**src/rtl/tgr_map.svh**
```systemverilog
// register offsets, field positions and reset values of the timer general registers
`ifndef TGR_MAP_SVH
`define TGR_MAP_SVH
// register indices; byte address is four times the index
`define TGR_IDX_CH0_A    20'hF0278
`define TGR_IDX_CH0_B    20'hF027A
`define TGR_IDX_CH1_A    20'hF0288
`define TGR_IDX_CH1_B    20'hF028A
`define TGR_IDX_CH0_C    20'hFFF58
`define TGR_IDX_CH0_D    20'hFFF5A
`define TGR_IDX_CH1_C    20'hFFF5C
`define TGR_IDX_CH1_D    20'hFFF5E
`define TGR_IDX_CTRL     20'hFFF60
`define TGR_IDX_AUX      20'hFFF61
`define TGR_IDX_STATUS   20'hFFF62
`define TGR_IDX_MASK     20'hFFF63
`define TGR_IDX_COUNT    20'hFFF64
// reset values
`define TGR_RST_GR       16'hFFFF
`define TGR_RST_CTRL     16'h0000
`define TGR_RST_AUX      16'h0000
`define TGR_RST_MASK     8'h00
// control register fields
`define TGR_CTRL_MODE_LSB 0
`define TGR_CTRL_START0  3
`define TGR_CTRL_START1  4
`define TGR_CTRL_CS_LSB  5
`define TGR_CTRL_BUF_LSB 8
// aux register fields
`define TGR_AUX_IO3_LSB  0
`define TGR_AUX_LVL_LSB  2
`define TGR_AUX_PMS_LSB  8
// clock select codes
`define TGR_CS_UNDIV     3'h0
`define TGR_CS_HSOSC     3'h1
`define TGR_CS_DIV2      3'h2
`define TGR_CS_DIV4      3'h3
`define TGR_CS_DIV8      3'h4
`define TGR_CS_DIV32     3'h5
`endif

```
**src/rtl/tgr_pkg.sv**
```systemverilog
// types shared by the timer general register block
package tgr_pkg;
  typedef enum logic [2:0] {
    TGR_CAPTURE,
    TGR_COMPARE,
    TGR_PWM,
    TGR_RSPWM,
    TGR_THREE_PH
  } tgr_mode_type;
endpackage : tgr_pkg

```
**src/rtl/tgr_chan_cnt.sv**
```systemverilog
// one channel counter with period clear
`timescale 1ns/1ps
`default_nettype none
module tgr_chan_cnt #(
  parameter int WIDTH = 16
) (
  // clock and reset
  input  wire logic             clk_sys,
  input  wire logic             resetn,
  // control
  input  wire logic             run,
  input  wire logic             tick,
  input  wire logic             clear,
  // state
  output logic [WIDTH-1:0]      count
);
  // count on each tick, wrap to zero at period end
  always_ff @(posedge clk_sys) begin
    if (!resetn) begin
      count <= '0;
    end else if (!run) begin
      count <= count;
    end else if (tick && clear) begin
      count <= '0;
    end else if (tick) begin
      count <= count + 1'b1;
    end
  end
endmodule : tgr_chan_cnt
`default_nettype wire

```
**src/rtl/tgr_top.sv**
```systemverilog
// timer general registers: capture, compare and pwm roles of the A to D registers
`timescale 1ns/1ps
`default_nettype none
`include "tgr_map.svh"
module tgr_top
  import tgr_pkg::*;
#(
  parameter int CW = 16
) (
  // clock and reset
  input  wire logic        clk_sys,
  input  wire logic        resetn,
  // apb slave
  input  wire logic        psel,
  input  wire logic        penable,
  input  wire logic        pwrite,
  input  wire logic [21:0] paddr,
  input  wire logic [31:0] pwdata,
  input  wire logic [3:0]  pstrb,
  output logic [31:0]      prdata,
  output logic             pready,
  output logic             pslverr,
  // timer pins, index channel*4 + (A,B,C,D)
  input  wire logic [7:0]  pin_in,
  output logic [7:0]       pin_out,
  output logic [7:0]       pin_oe,
  // clock source option straps
  input  wire logic        hs_osc_option_bit,
  input  wire logic        timer_peripheral_enable,
  // event link and interrupt
  output logic             link_req,
  output logic             irq
);
  // register state
  logic [15:0]  gr_reg [0:7];
  logic [15:0]  ctrl_reg;
  logic [15:0]  aux_reg;
  logic [7:0]   status_reg;
  logic [7:0]   mask_reg;
  logic [7:0]   status_next;
  logic [31:0]  prdata_reg;
  logic         pready_reg;
  logic         pslverr_reg;
  logic [7:0]   pin_out_reg;
  logic [7:0]   pin_oe_reg;
  logic         link_req_reg;
  logic         irq_reg;
  // synchronisers and prescaler
  logic [7:0]   pin_s1_reg;
  logic [7:0]   pin_s2_reg;
  logic [7:0]   pin_s3_reg;
  logic [1:0]   strap_s1_reg;
  logic [1:0]   strap_s2_reg;
  logic [4:0]   presc_reg;
  logic         run0_q_reg;
  // decoded control
  tgr_mode_type mode;
  logic [2:0]   clock_select;
  logic [1:0]   start;
  logic [1:0]   buffer_select_c;
  logic [1:0]   buffer_select_d;
  logic [1:0]   io_select_bit3;
  logic [5:0]   out_level;
  logic [5:0]   pwm_mode_select;
  logic         single_cnt;
  logic         block_ok;
  logic         tick;
  logic [1:0]   run;
  logic [1:0]   clear;
  logic [CW-1:0] cnt [0:1];
  logic [7:0]   rise;
  logic [7:0]   match;
  logic [7:0]   event_hit;
  logic         setup_ph;
  logic         wr_en;
  logic [4:0]   wr_slot;
  logic [4:0]   rd_slot;

  // map an address to a slot: bit 4 valid, 0-7 general, 8-12 own registers
  function automatic logic [4:0] slot_of(input logic [21:0] addr);
    logic [19:0] idx;
    idx = addr[21:2];
    case (idx)
      `TGR_IDX_CH0_A:  slot_of = 5'h10;
      `TGR_IDX_CH0_B:  slot_of = 5'h11;
      `TGR_IDX_CH0_C:  slot_of = 5'h12;
      `TGR_IDX_CH0_D:  slot_of = 5'h13;
      `TGR_IDX_CH1_A:  slot_of = 5'h14;
      `TGR_IDX_CH1_B:  slot_of = 5'h15;
      `TGR_IDX_CH1_C:  slot_of = 5'h16;
      `TGR_IDX_CH1_D:  slot_of = 5'h17;
      `TGR_IDX_CTRL:   slot_of = 5'h18;
      `TGR_IDX_AUX:    slot_of = 5'h19;
      `TGR_IDX_STATUS: slot_of = 5'h1A;
      `TGR_IDX_MASK:   slot_of = 5'h1B;
      `TGR_IDX_COUNT:  slot_of = 5'h1C;
      default:         slot_of = 5'h00;
    endcase
  endfunction : slot_of

  // control field decode
  assign mode            = tgr_mode_type'(ctrl_reg[`TGR_CTRL_MODE_LSB +: 3]);
  assign start           = {ctrl_reg[`TGR_CTRL_START1], ctrl_reg[`TGR_CTRL_START0]};
  assign clock_select    = ctrl_reg[`TGR_CTRL_CS_LSB +: 3];
  assign buffer_select_c = {ctrl_reg[`TGR_CTRL_BUF_LSB+2], ctrl_reg[`TGR_CTRL_BUF_LSB]};
  assign buffer_select_d = {ctrl_reg[`TGR_CTRL_BUF_LSB+3], ctrl_reg[`TGR_CTRL_BUF_LSB+1]};
  // three-phase pwm sees io, level and mode-select settings as cleared
  assign io_select_bit3  = (mode == TGR_THREE_PH) ? 2'b00 : aux_reg[`TGR_AUX_IO3_LSB +: 2];
  assign out_level       = (mode == TGR_THREE_PH) ? 6'h00 : aux_reg[`TGR_AUX_LVL_LSB +: 6];
  assign pwm_mode_select = (mode == TGR_THREE_PH) ? 6'h00 : aux_reg[`TGR_AUX_PMS_LSB +: 6];
  assign single_cnt      = (mode == TGR_RSPWM) || (mode == TGR_THREE_PH);

  // hold the timer while the hs oscillator source is not enabled
  assign block_ok = !(strap_s2_reg[0] && !strap_s2_reg[1]);

  // count tick from the clock select
  always_comb begin
    case (clock_select)
      `TGR_CS_DIV2:  tick = presc_reg[0];
      `TGR_CS_DIV4:  tick = &presc_reg[1:0];
      `TGR_CS_DIV8:  tick = &presc_reg[2:0];
      `TGR_CS_DIV32: tick = &presc_reg;
      default:       tick = 1'b1;
    endcase
  end

  // channel counters; channel 1 idles in the single-counter modes
  for (genvar c = 0; c < 2; c++) begin : g_cnt
    assign run[c]   = start[c] && block_ok && (c == 0 || !single_cnt);
    assign clear[c] = (mode == TGR_PWM || (c == 0 && single_cnt)) && match[4*c];
    tgr_chan_cnt #(
      .WIDTH (CW)
    ) u_cnt (
      .clk_sys (clk_sys),
      .resetn  (resetn),
      .run     (run[c]),
      .tick    (tick),
      .clear   (clear[c]),
      .count   (cnt[c])
    );
  end

  // compare matches and capture edges per register
  for (genvar k = 0; k < 8; k++) begin : g_ev
    localparam int CH = k / 4;
    assign match[k] = run[single_cnt ? 0 : CH] && tick
                      && (cnt[single_cnt ? 0 : CH] == gr_reg[k]);
    assign rise[k]  = (mode == TGR_CAPTURE) && pin_s2_reg[k] && !pin_s3_reg[k];
    assign event_hit[k] = (mode == TGR_CAPTURE) ? rise[k] : match[k];
  end

  // apb decode
  assign setup_ph = psel && !penable;
  assign wr_en    = psel && penable && pready_reg && pwrite && !pslverr_reg;
  assign wr_slot  = slot_of(paddr);
  assign rd_slot  = slot_of(paddr);

  // pin and strap synchronisers, edge history
  always_ff @(posedge clk_sys) begin
    if (!resetn) begin
      pin_s1_reg   <= 8'h00;
      pin_s2_reg   <= 8'h00;
      pin_s3_reg   <= 8'h00;
      strap_s1_reg <= 2'h0;
      strap_s2_reg <= 2'h0;
    end else begin
      pin_s1_reg   <= pin_in;
      pin_s2_reg   <= pin_s1_reg;
      pin_s3_reg   <= pin_s2_reg;
      strap_s1_reg <= {timer_peripheral_enable, hs_osc_option_bit};
      strap_s2_reg <= strap_s1_reg;
    end
  end

  // free-running prescaler
  always_ff @(posedge clk_sys) begin
    if (!resetn) begin
      presc_reg <= 5'h00;
    end else begin
      presc_reg <= presc_reg + 5'h01;
    end
  end

  // apb answer: data sampled in setup, ready for one access cycle
  always_ff @(posedge clk_sys) begin
    if (!resetn) begin
      prdata_reg  <= 32'h0000_0000;
      pready_reg  <= 1'b0;
      pslverr_reg <= 1'b0;
    end else if (setup_ph) begin
      pready_reg  <= 1'b1;
      pslverr_reg <= !rd_slot[4] || (pstrb[1:0] != 2'h3 && pwrite);
      prdata_reg  <= 32'h0000_0000;
      if (rd_slot[4] && !rd_slot[3]) begin
        prdata_reg[15:0] <= block_ok ? gr_reg[rd_slot[2:0]] : 16'h0000;
      end else begin
        case (rd_slot)
          5'h18:   prdata_reg[15:0] <= ctrl_reg;
          5'h19:   prdata_reg[15:0] <= aux_reg;
          5'h1A:   prdata_reg[7:0]  <= status_reg;
          5'h1B:   prdata_reg[7:0]  <= mask_reg;
          5'h1C:   prdata_reg       <= {cnt[1], cnt[0]};
          default: prdata_reg       <= 32'h0000_0000;
        endcase
      end
    end else begin
      pready_reg  <= 1'b0;
      pslverr_reg <= 1'b0;
    end
  end

  // control, aux and mask registers
  always_ff @(posedge clk_sys) begin
    if (!resetn) begin
      ctrl_reg <= `TGR_RST_CTRL;
      aux_reg  <= `TGR_RST_AUX;
      mask_reg <= `TGR_RST_MASK;
    end else if (wr_en) begin
      case (wr_slot)
        5'h18:   ctrl_reg <= {4'h0, pwdata[11:0]};
        5'h19:   aux_reg  <= {2'h0, pwdata[13:0]};
        5'h1B:   mask_reg <= pwdata[7:0];
        default: ctrl_reg <= ctrl_reg;
      endcase
    end
  end

  // general registers: software write, capture latch and buffer moves
  always_ff @(posedge clk_sys) begin
    if (!resetn) begin
      for (int k = 0; k < 8; k++) begin
        gr_reg[k] <= `TGR_RST_GR;
      end
    end else begin
      if (wr_en && wr_slot[4] && !wr_slot[3]) begin
        gr_reg[wr_slot[2:0]] <= pwdata[15:0];
      end
      for (int c = 0; c < 2; c++) begin
        case (mode)
          TGR_CAPTURE: begin
            if (rise[4*c]) begin
              gr_reg[4*c] <= cnt[c];
              if (buffer_select_c[c]) gr_reg[4*c+2] <= gr_reg[4*c];
            end
            if (rise[4*c+1]) begin
              gr_reg[4*c+1] <= cnt[c];
              if (buffer_select_d[c]) gr_reg[4*c+3] <= gr_reg[4*c+1];
            end
            if (rise[4*c+2] && !buffer_select_c[c]) gr_reg[4*c+2] <= cnt[c];
            if (rise[4*c+3] && !buffer_select_d[c]) gr_reg[4*c+3] <= cnt[c];
          end
          TGR_COMPARE: begin
            if (io_select_bit3[c] && buffer_select_c[c] && match[4*c])
              gr_reg[4*c] <= gr_reg[4*c+2];
            if (io_select_bit3[c] && buffer_select_d[c] && match[4*c+1])
              gr_reg[4*c+1] <= gr_reg[4*c+3];
          end
          TGR_PWM: begin
            if (match[4*c] && buffer_select_c[c]) gr_reg[4*c] <= gr_reg[4*c+2];
            if (match[4*c] && buffer_select_d[c]) gr_reg[4*c+1] <= gr_reg[4*c+3];
          end
          TGR_RSPWM, TGR_THREE_PH: begin
            // all buffered pairs reload at the channel 0 period
            if (match[0] && buffer_select_c[c]) gr_reg[4*c] <= gr_reg[4*c+2];
            if (match[0] && buffer_select_d[c]) gr_reg[4*c+1] <= gr_reg[4*c+3];
          end
          default: ;
        endcase
      end
    end
  end

  // pin drive per mode
  always_ff @(posedge clk_sys) begin
    if (!resetn) begin
      pin_out_reg <= 8'h00;
      pin_oe_reg  <= 8'h00;
    end else begin
      case (mode)
        TGR_CAPTURE: begin
          pin_oe_reg <= 8'h00;
        end
        TGR_COMPARE: begin
          for (int c = 0; c < 2; c++) begin
            pin_oe_reg[4*c +: 4] <= {{2{io_select_bit3[c]}}, 2'b11};
            if (match[4*c] || (!io_select_bit3[c] && !buffer_select_c[c] && match[4*c+2]))
              pin_out_reg[4*c] <= !pin_out_reg[4*c];
            if (match[4*c+1] || (!io_select_bit3[c] && !buffer_select_d[c] && match[4*c+3]))
              pin_out_reg[4*c+1] <= !pin_out_reg[4*c+1];
            if (io_select_bit3[c] && !buffer_select_c[c] && match[4*c+2])
              pin_out_reg[4*c+2] <= !pin_out_reg[4*c+2];
            if (io_select_bit3[c] && !buffer_select_d[c] && match[4*c+3])
              pin_out_reg[4*c+3] <= !pin_out_reg[4*c+3];
          end
        end
        TGR_PWM: begin
          for (int c = 0; c < 2; c++) begin
            // B,C,D go inactive at the period; B, and C,D when unbuffered, go active at their change point
            pin_oe_reg[4*c +: 4] <= {pwm_mode_select[3*c +: 3], 1'b0};
            if (match[4*c]) begin
              pin_out_reg[4*c+1 +: 3] <= ~out_level[3*c +: 3];
            end else begin
              if (match[4*c+1]) pin_out_reg[4*c+1] <= out_level[3*c];
              if (match[4*c+2] && !buffer_select_c[c])
                pin_out_reg[4*c+2] <= out_level[3*c+1];
              if (match[4*c+3] && !buffer_select_d[c])
                pin_out_reg[4*c+3] <= out_level[3*c+2];
            end
          end
        end
        TGR_RSPWM: begin
          // phase pins: positive on B/A, inverted on the partner pin
          pin_oe_reg <= 8'hFE;
          if (match[0]) begin
            pin_out_reg[2] <= !pin_out_reg[2];
            pin_out_reg[1] <= 1'b0;
            pin_out_reg[3] <= 1'b1;
            pin_out_reg[7:4] <= 4'hC;
          end else begin
            if (match[1]) pin_out_reg[3:0] <= {1'b0, pin_out_reg[2], 2'b10};
            if (match[4]) pin_out_reg[6] <= 1'b0;
            if (match[4]) pin_out_reg[4] <= 1'b1;
            if (match[5]) pin_out_reg[7] <= 1'b0;
            if (match[5]) pin_out_reg[5] <= 1'b1;
          end
        end
        TGR_THREE_PH: begin
          pin_oe_reg <= 8'h03;
          if (match[0]) pin_out_reg[0] <= 1'b0;
          else if (match[4]) pin_out_reg[0] <= 1'b1;
          if (match[1]) pin_out_reg[1] <= 1'b0;
          else if (match[5]) pin_out_reg[1] <= 1'b1;
        end
        default: pin_oe_reg <= 8'h00;
      endcase
    end
  end

  // sticky status: set wins over write-one clear
  always_comb begin
    status_next = status_reg;
    if (wr_en && wr_slot == 5'h1A) status_next = status_next & ~pwdata[7:0];
    status_next = status_next | event_hit;
  end

  // status and interrupt
  always_ff @(posedge clk_sys) begin
    if (!resetn) begin
      status_reg <= 8'h00;
      irq_reg    <= 1'b0;
    end else begin
      status_reg <= status_next;
      irq_reg    <= |(status_next & mask_reg);
    end
  end

  // event link request from the channel 0 A compare
  always_ff @(posedge clk_sys) begin
    if (!resetn) begin
      run0_q_reg   <= 1'b0;
      link_req_reg <= 1'b0;
    end else begin
      run0_q_reg <= run[0];
      // both undivided sources give a single request at start for compare zero
      if ((clock_select == `TGR_CS_UNDIV || clock_select == `TGR_CS_HSOSC)
          && gr_reg[0] == 16'h0000)
        link_req_reg <= run[0] && !run0_q_reg;
      else
        link_req_reg <= mode != TGR_CAPTURE && match[0];
    end
  end

  // outputs straight from flops
  assign prdata  = prdata_reg;
  assign pready  = pready_reg;
  assign pslverr = pslverr_reg;
  assign pin_out = pin_out_reg;
  assign pin_oe  = pin_oe_reg;
  assign link_req = link_req_reg;
  assign irq     = irq_reg;
endmodule : tgr_top
`default_nettype wire

```
**config.mk**
```make
export PLATFORM = sky130hd
export DESIGN_NAME = tgr_top
export DESIGN_NICKNAME = d
export VERILOG_FILES = /design/src/rtl/tgr_pkg.sv /design/src/rtl/tgr_chan_cnt.sv /design/src/rtl/tgr_top.sv
export VERILOG_INCLUDE_DIRS = /design/src /design/src/rtl
export SDC_FILE = /design/constraint.sdc
export NUM_CORES = 1
export LEC_CHECK = 0
export ABC_AREA = 1
export ABC_CLOCK_PERIOD_IN_PS = 4220
export CORE_UTILIZATION = 45
export DETAILED_ROUTE_END_ITERATION = 7
export DONT_BUFFER_PORTS = 1
export PLACE_DENSITY_LB_ADDON = 0.3
export SLEW_MARGIN = 20
export SYNTH_ARGS = -nofsm -noshare
export SYNTH_HDL_FRONTEND = slang
export SYNTH_SLANG_ARGS = --single-unit
```
**constraint.sdc**
```tcl
create_clock -name clk_sys -period 4.22 [get_ports clk_sys]
set_input_delay 0.211 -clock clk_sys [delete_from_list [all_inputs] [get_ports clk_sys]]
set_output_delay 0.211 -clock clk_sys [all_outputs]
set_load 0.01 [all_outputs]
```
=== Word level (Yosys, flattened, before mapping) ===
Memories as Yosys holds them, arrays and structs flattened.
Index checks and enable logic that the tools add are counted.

* Flip-flop bits (word level): 160
* Bits in writable memories: 128
* Bits of input ports: 73
* Output and inout bits: 52
* Logic and storage cells: 559
* Memories kept: 1

{| class="wikitable"
|+ Memory list
! memory !! words !! bits a word !! read ports !! clocked after Yosys merged registers in !! write ports !! RTL line !! source
|-
| gr_reg || 8 || 16 || 9 || 0 || 9 || tgr_top.sv:35 || <nowiki>logic [15:0] gr_reg [0:7];</nowiki>
|}

* Add/sub/neg operators: 3
* $lt $le $gt $ge: 2
* Equal/unequal tests: 82
* Multiplexer cells: 189
* Bitwise gates (word level): 103
* Reduce and logical (&&, ||, !) cells: 152

{| class="wikitable"
|+ Operators by type and width
! kind !! count
|-
| $mux 16 || 35
|-
| $eq 20x20->1 const B || 13
|-
| $mux 1 || 137
|-
| $eq 16x16->1 || 8
|-
| $logic_and 1x1->1 || 85
|-
| $eq 3x3->1 const B || 27
|-
| $pmux 5 s13 || 1
|-
| $and 1x1->1 || 48
|-
| $pmux 8 s5 || 1
|-
| $add 16x1->16 const B || 2
|-
| $ge 32x2->1 const B || 1
|-
| $lt 32x3->1 const B || 1
|-
| $not 1->32 || 1
|-
| $pmux 8 s4 || 1
|-
| $logic_not 1->1 || 30
|-
| $eq 5x5->1 const B || 5
|-
| $ne 2x2->1 const B || 12
|-
| $not 1->1 || 24
|-
| $or 1x1->1 || 24
|-
| $pmux 8 s3 || 1
|-
| $ne 3x3->1 const B || 7
|-
| $reduce_and 4->1 || 5
|-
| $and 8x8->8 || 2
|-
| $logic_not 16->1 || 1
|-
| other kinds (28) || 59
|}

=== Depth between registers and ports, before layout ===
* Depth after elaboration: 36
* Depth in mapped cells: 25
* Depth with buffers taken out: 25

=== Modules after synthesis ===
A second synthesis with hierarchy kept.

* Cells, all modules: 2733
* Area total of the unflattened synthesis: 18441.4 um^2

{| class="wikitable"
|+ Modules (own cells, without submodules)
! module !! times used !! cells each !! area each (um^2) !! seq. area each (um^2)
|-
| tgr_top || 1 || 2465 || 16689.8 || 6406.1
|-
| tgr_chan_cnt || 2 || 134 || 875.8 || 320.3
|}

=== Worst setup path after synthesis ===
OpenSTA, ideal clock, no wires.

* Path kind: register -> register
* Start: reg presc_reg[0]
* End: mem gr_reg[7][0] (enable)
* Library setup time: 0.451 ns
* Arrival time: 2.983 ns
* Required time: 3.769 ns
* Setup slack: 0.786 ns
* Cell stages (with the launch flop): 25
* Buffers on the path: 1
* Period minus slack after synthesis: 3.434 ns
* Cell sequence: dfxtp_1 -> ha_1 -> inv_1 -> nor2_1 -> ha_1 -> inv_1 -> nand2_1 -> o211ai_1 -> nand3_1 -> nand2_1 -> inv_2 -> nand3_1 -> inv_2 -> nand2_1 -> nand2_1 -> nand3_1 -> nand3_1 -> nor2_1 -> nand2_1 -> inv_2 -> nand2_4 -> inv_6 -> nand2_8 -> buf_6 -> nand4_1

{| class="wikitable"
|+ RTL lines
! item !! RTL line !! source
|-
| from (decl) || tgr_top.sv:54 || <nowiki>logic [4:0] presc_reg;</nowiki>
|-
| from (signal assigned) || tgr_top.sv:180 || <nowiki>presc_reg <= presc_reg + 5'h01;</nowiki>
|-
| to (decl) || tgr_top.sv:35 ||
|}

==> flow_summary.ini <==
[power_and_ir_drop]
power.density_nw_per_um2 = 322
power_frac_comb = 0.061
internal_power_mw = 5.09
vdd_drop_max_uv = 287
p_switching_mw = 1.64
p_leak_nw = 8.33
clkPwrFrac = 0.489
swShare = 0.244
p_total_mw = 6.73
pwr-share-seq = 0.450

[sta]
rsz0062_at_grt = false
setup_viol = 0
fin_crit_sh = 0.920
relSlewSlack = 0.301
report.final.slew_viol_count = 0
period_minus_slack_ps = 3880
tightest_slew_ps = 1040
finalHoldWorstSlack_ps = 17.6
setup_ws_ps = 339
fmax_mhz = 258
finalHoldViolCount = 0
setup_tns_ps = 0
fin_skew_ps = 14.8

[global_routing]
gr-total-overflow = 0
grt_start_max_net_pins = 60
antenna_found_initial = 5
grt_usage = 0.411
grt_pass1_wl_mm = 124
grt_pass1_vias = 18400

[synthesis]
synth_edf_count = 128
syn_nets = 2665
ys.flop_type = dfxtp_1
synth-seq-cells = 288
syn_area_um2 = 18300
async_flop_share = 0
yosys_warnings = 0
ys_seq_area_frac = 0.386
yosysUniqueCellTypes = 58
netlist_instances = 2586
syn_area_per_cell_um2 = 7.06

[placement]
dp.cells = 3100
dp_hpwl_mm = 62.1
gp_congestion = 1.07
pre_cts_ws_ps = 412
io_buffers = 0
dpl-instance-area_um2 = 19200

[floorplanning]
core_area_um2 = 39900
initial_core_util = 0.458
dieArea_um2 = 41400
die_h_um = 203
dieWidth_um = 203
io_pins = 125
rows = 73

[route]
wl_per_cell_um = 26.7
antenna_left = 0
vias = 19700
routed_wl_mm = 85.5
routed_via_density = 6.14
drcViolationCount = 0
drt-initial-drc-count = 2629
dr.pass1.iters = 6

[clocking]
clock_latency_ps = 570
postCtsSetupBuffers = 0
cts_root_buf = clkbuf_16
htreeDepth = 2
clk_pin_slew_ps = 60
cts_max_path_buffers = 3
cts_tree = done
cts.sink_count = 288
numCtsBuffers = 36

[setup_path]
reg2reg_from = presc_reg[0]$_SDFF_PN0_
cp-end-kind = flip-flop
rrSetupSlack_ps = 340
arrival_ps = 4120
crit_type = reg -> reg
reg2reg_depth = 24
cp.required_ps = 4460
critPathLaunchType = flip-flop
cp_max_fo = 12
r2r_end = gr_reg[3][2]$_DFFE_PP_

[run_status]
status = completed

[finish]
layout.nets = 2732
largest_reg_flops = 128
regArea_um2 = 7050
area_growth_pct = 14.4
multiInputGateArea_um2 = 9510
final_area_um2 = 20900
n_fill_cell = 3965
post_route_cells_drive_above_1_share = 0.103
stdcell_count = 3208
final_core_util = 0.523

[min_path]
hold_end = gr_reg[7][14]$_DFFE_PP_
whs_path_depth = 2
hold_class = in -> reg
min_from = pwdata[14]

[run]
drv_cap = 0
==> worst max-delay path, stage by stage (launching register included) <==
cell	delay [ps]
dfxtp_1	340
ha_1	230
inv_1	80
nor2_1	50
ha_1	170
inv_1	50
nand2_1	40
o211ai_1	90
nand3_1	220
nand2_1	190
inv_2	110
nand3_1	270
inv_2	70
nand2_1	180
nand2_1	130
nand3_1	140
nand3_1	90
nor2_1	90
nand2_1	60
inv_2	130
nand2_4	100
inv_6	160
nand2_1	130
nand4_1	150
buf_4	290
==> cell families (layout without fill, tap and decap cells) <==
kind of cell | count (synthesis) | count (layout) | synth area share
AO/OA/AOI/OAI | 615 | 615 | 0.191
XOR/XNOR | 71 | 71 | 0.0340
adder cells (fa/ha/maj) | 6 | 6 | 0.00411
buffers and inverters | 417 | 512 | 0.0947
flip-flops | 288 | 288 | 0.386
other | 0 | 2 | 0
AND/OR/NAND/NOR | 1189 | 1189 | 0.290
==> power by group through the flow <==
stage          Sequential (mW)  Clock, mW  Combinational, mW
2_1_floorplan             3.07          0              0.219
3_3_place_gp              3.09          0              0.332
3_5_place_dp              3.09          0              0.338
4_1_cts                   3.03       3.31              0.396
5_1_grt                   3.04       3.40              0.436
6_report                  3.03       3.29              0.409
==> cells in the final DEF, fill, tap and decap left out, types with 9 or more instances in the layout <==
master         count
nor2_1           246
a21oi_1          120
edfxtp_1         128
inv_2             15
dfxtp_1          160
clkbuf_1           9
dlygate4sd3_1     39
nand4_1           62
nand3_1          174
nor2_2            14
inv_1            270
clkbuf_16         38
or2_2             13
nand3b_1          10
a211oi_1          41
o21ai_0          241
nand2_1          574
a31oi_1           19
clkinv_1          10
xor2_1            47
nor3_1            33
xnor2_1           24
buf_4            103
o22ai_1           96
o21ai_1           42
nand2_2           22
o211ai_1          21
o21ai_2           14
==> repair_timing <==
item / CTS / global route
hold endpoints to repair: 115 / 0
gates resized for setup: 0 / 1
hold buffers: 40 / 0
setup endpoints to repair: 0 / 1
==> metal layers <==
layer  up-vias  global-route usage  wire length [um]
met2      1269               0.629             37200
li1       8912                   -                 -
met1      9211               0.537             33100
met5         -                   0                38
met3       285              0.0914              9970
met4         6               0.228              5250
==> cells in the mapped netlist, drive strengths merged, types with 5 or more instances <==
library cell / n / area (um^2)
a31oi: 19 / 119
nand3b: 10 / 75.1
o22ai: 96 / 601
nor2: 266 / 1070
xor2: 47 / 412
buf: 56 / 369
nand4: 63 / 400
xnor2: 24 / 210
inv: 287 / 1080
o211ai: 21 / 158
nor3b: 5 / 37.5
or2: 14 / 87.6
nand2: 601 / 2370
o21ai: 297 / 1540
clkbuf: 64 / 241
a211oi: 41 / 308
ha: 6 / 75.1
nor4: 8 / 65.1
dfxtp: 160 / 3200
edfxtp: 128 / 3840
nand3: 184 / 988
a21oi: 121 / 609
nor3: 36 / 196
clkinv: 10 / 37.5
==> worst max-delay path by stage <==
| stage | from | end | slack, ps | cells after the start |
|---|---|---|---|---|
| 2_1_floorplan | presc_reg[0]$_SDFF_PN0_ | gr_reg[7][0]$_DFFE_PP_ | 790 | 24 |
| 3_3_place_gp | presc_reg[0]$_SDFF_PN0_ | gr_reg[1][2]$_DFFE_PP_ | 480 | 20 |
| 3_5_place_dp | presc_reg[0]$_SDFF_PN0_ | gr_reg[1][2]$_DFFE_PP_ | 410 | 20 |
| 4_1_cts | presc_reg[0]$_SDFF_PN0_ | gr_reg[1][2]$_DFFE_PP_ | 390 | 20 |
| 5_1_grt | presc_reg[0]$_SDFF_PN0_ | gr_reg[1][12]$_DFFE_PP_ | 130 | 24 |
| 6_report | presc_reg[0]$_SDFF_PN0_ | gr_reg[3][2]$_DFFE_PP_ | 340 | 24 |
==> area by class of cell <==
| cell class | instances | area share |
|---|---|---|
| clock inverter | 14 | 0.00875 |
| multi-input combinational | 1881 | 0.455 |
| sequential | 288 | 0.337 |
| antenna | 2 | 0.000240 |
| inverter | 297 | 0.0537 |
| timing repair buffer | 149 | 0.0628 |
| clock buffer | 52 | 0.0504 |
| tap | 525 | 0.0314 |
No activity file was read; power rests on OpenSTA's default activity.
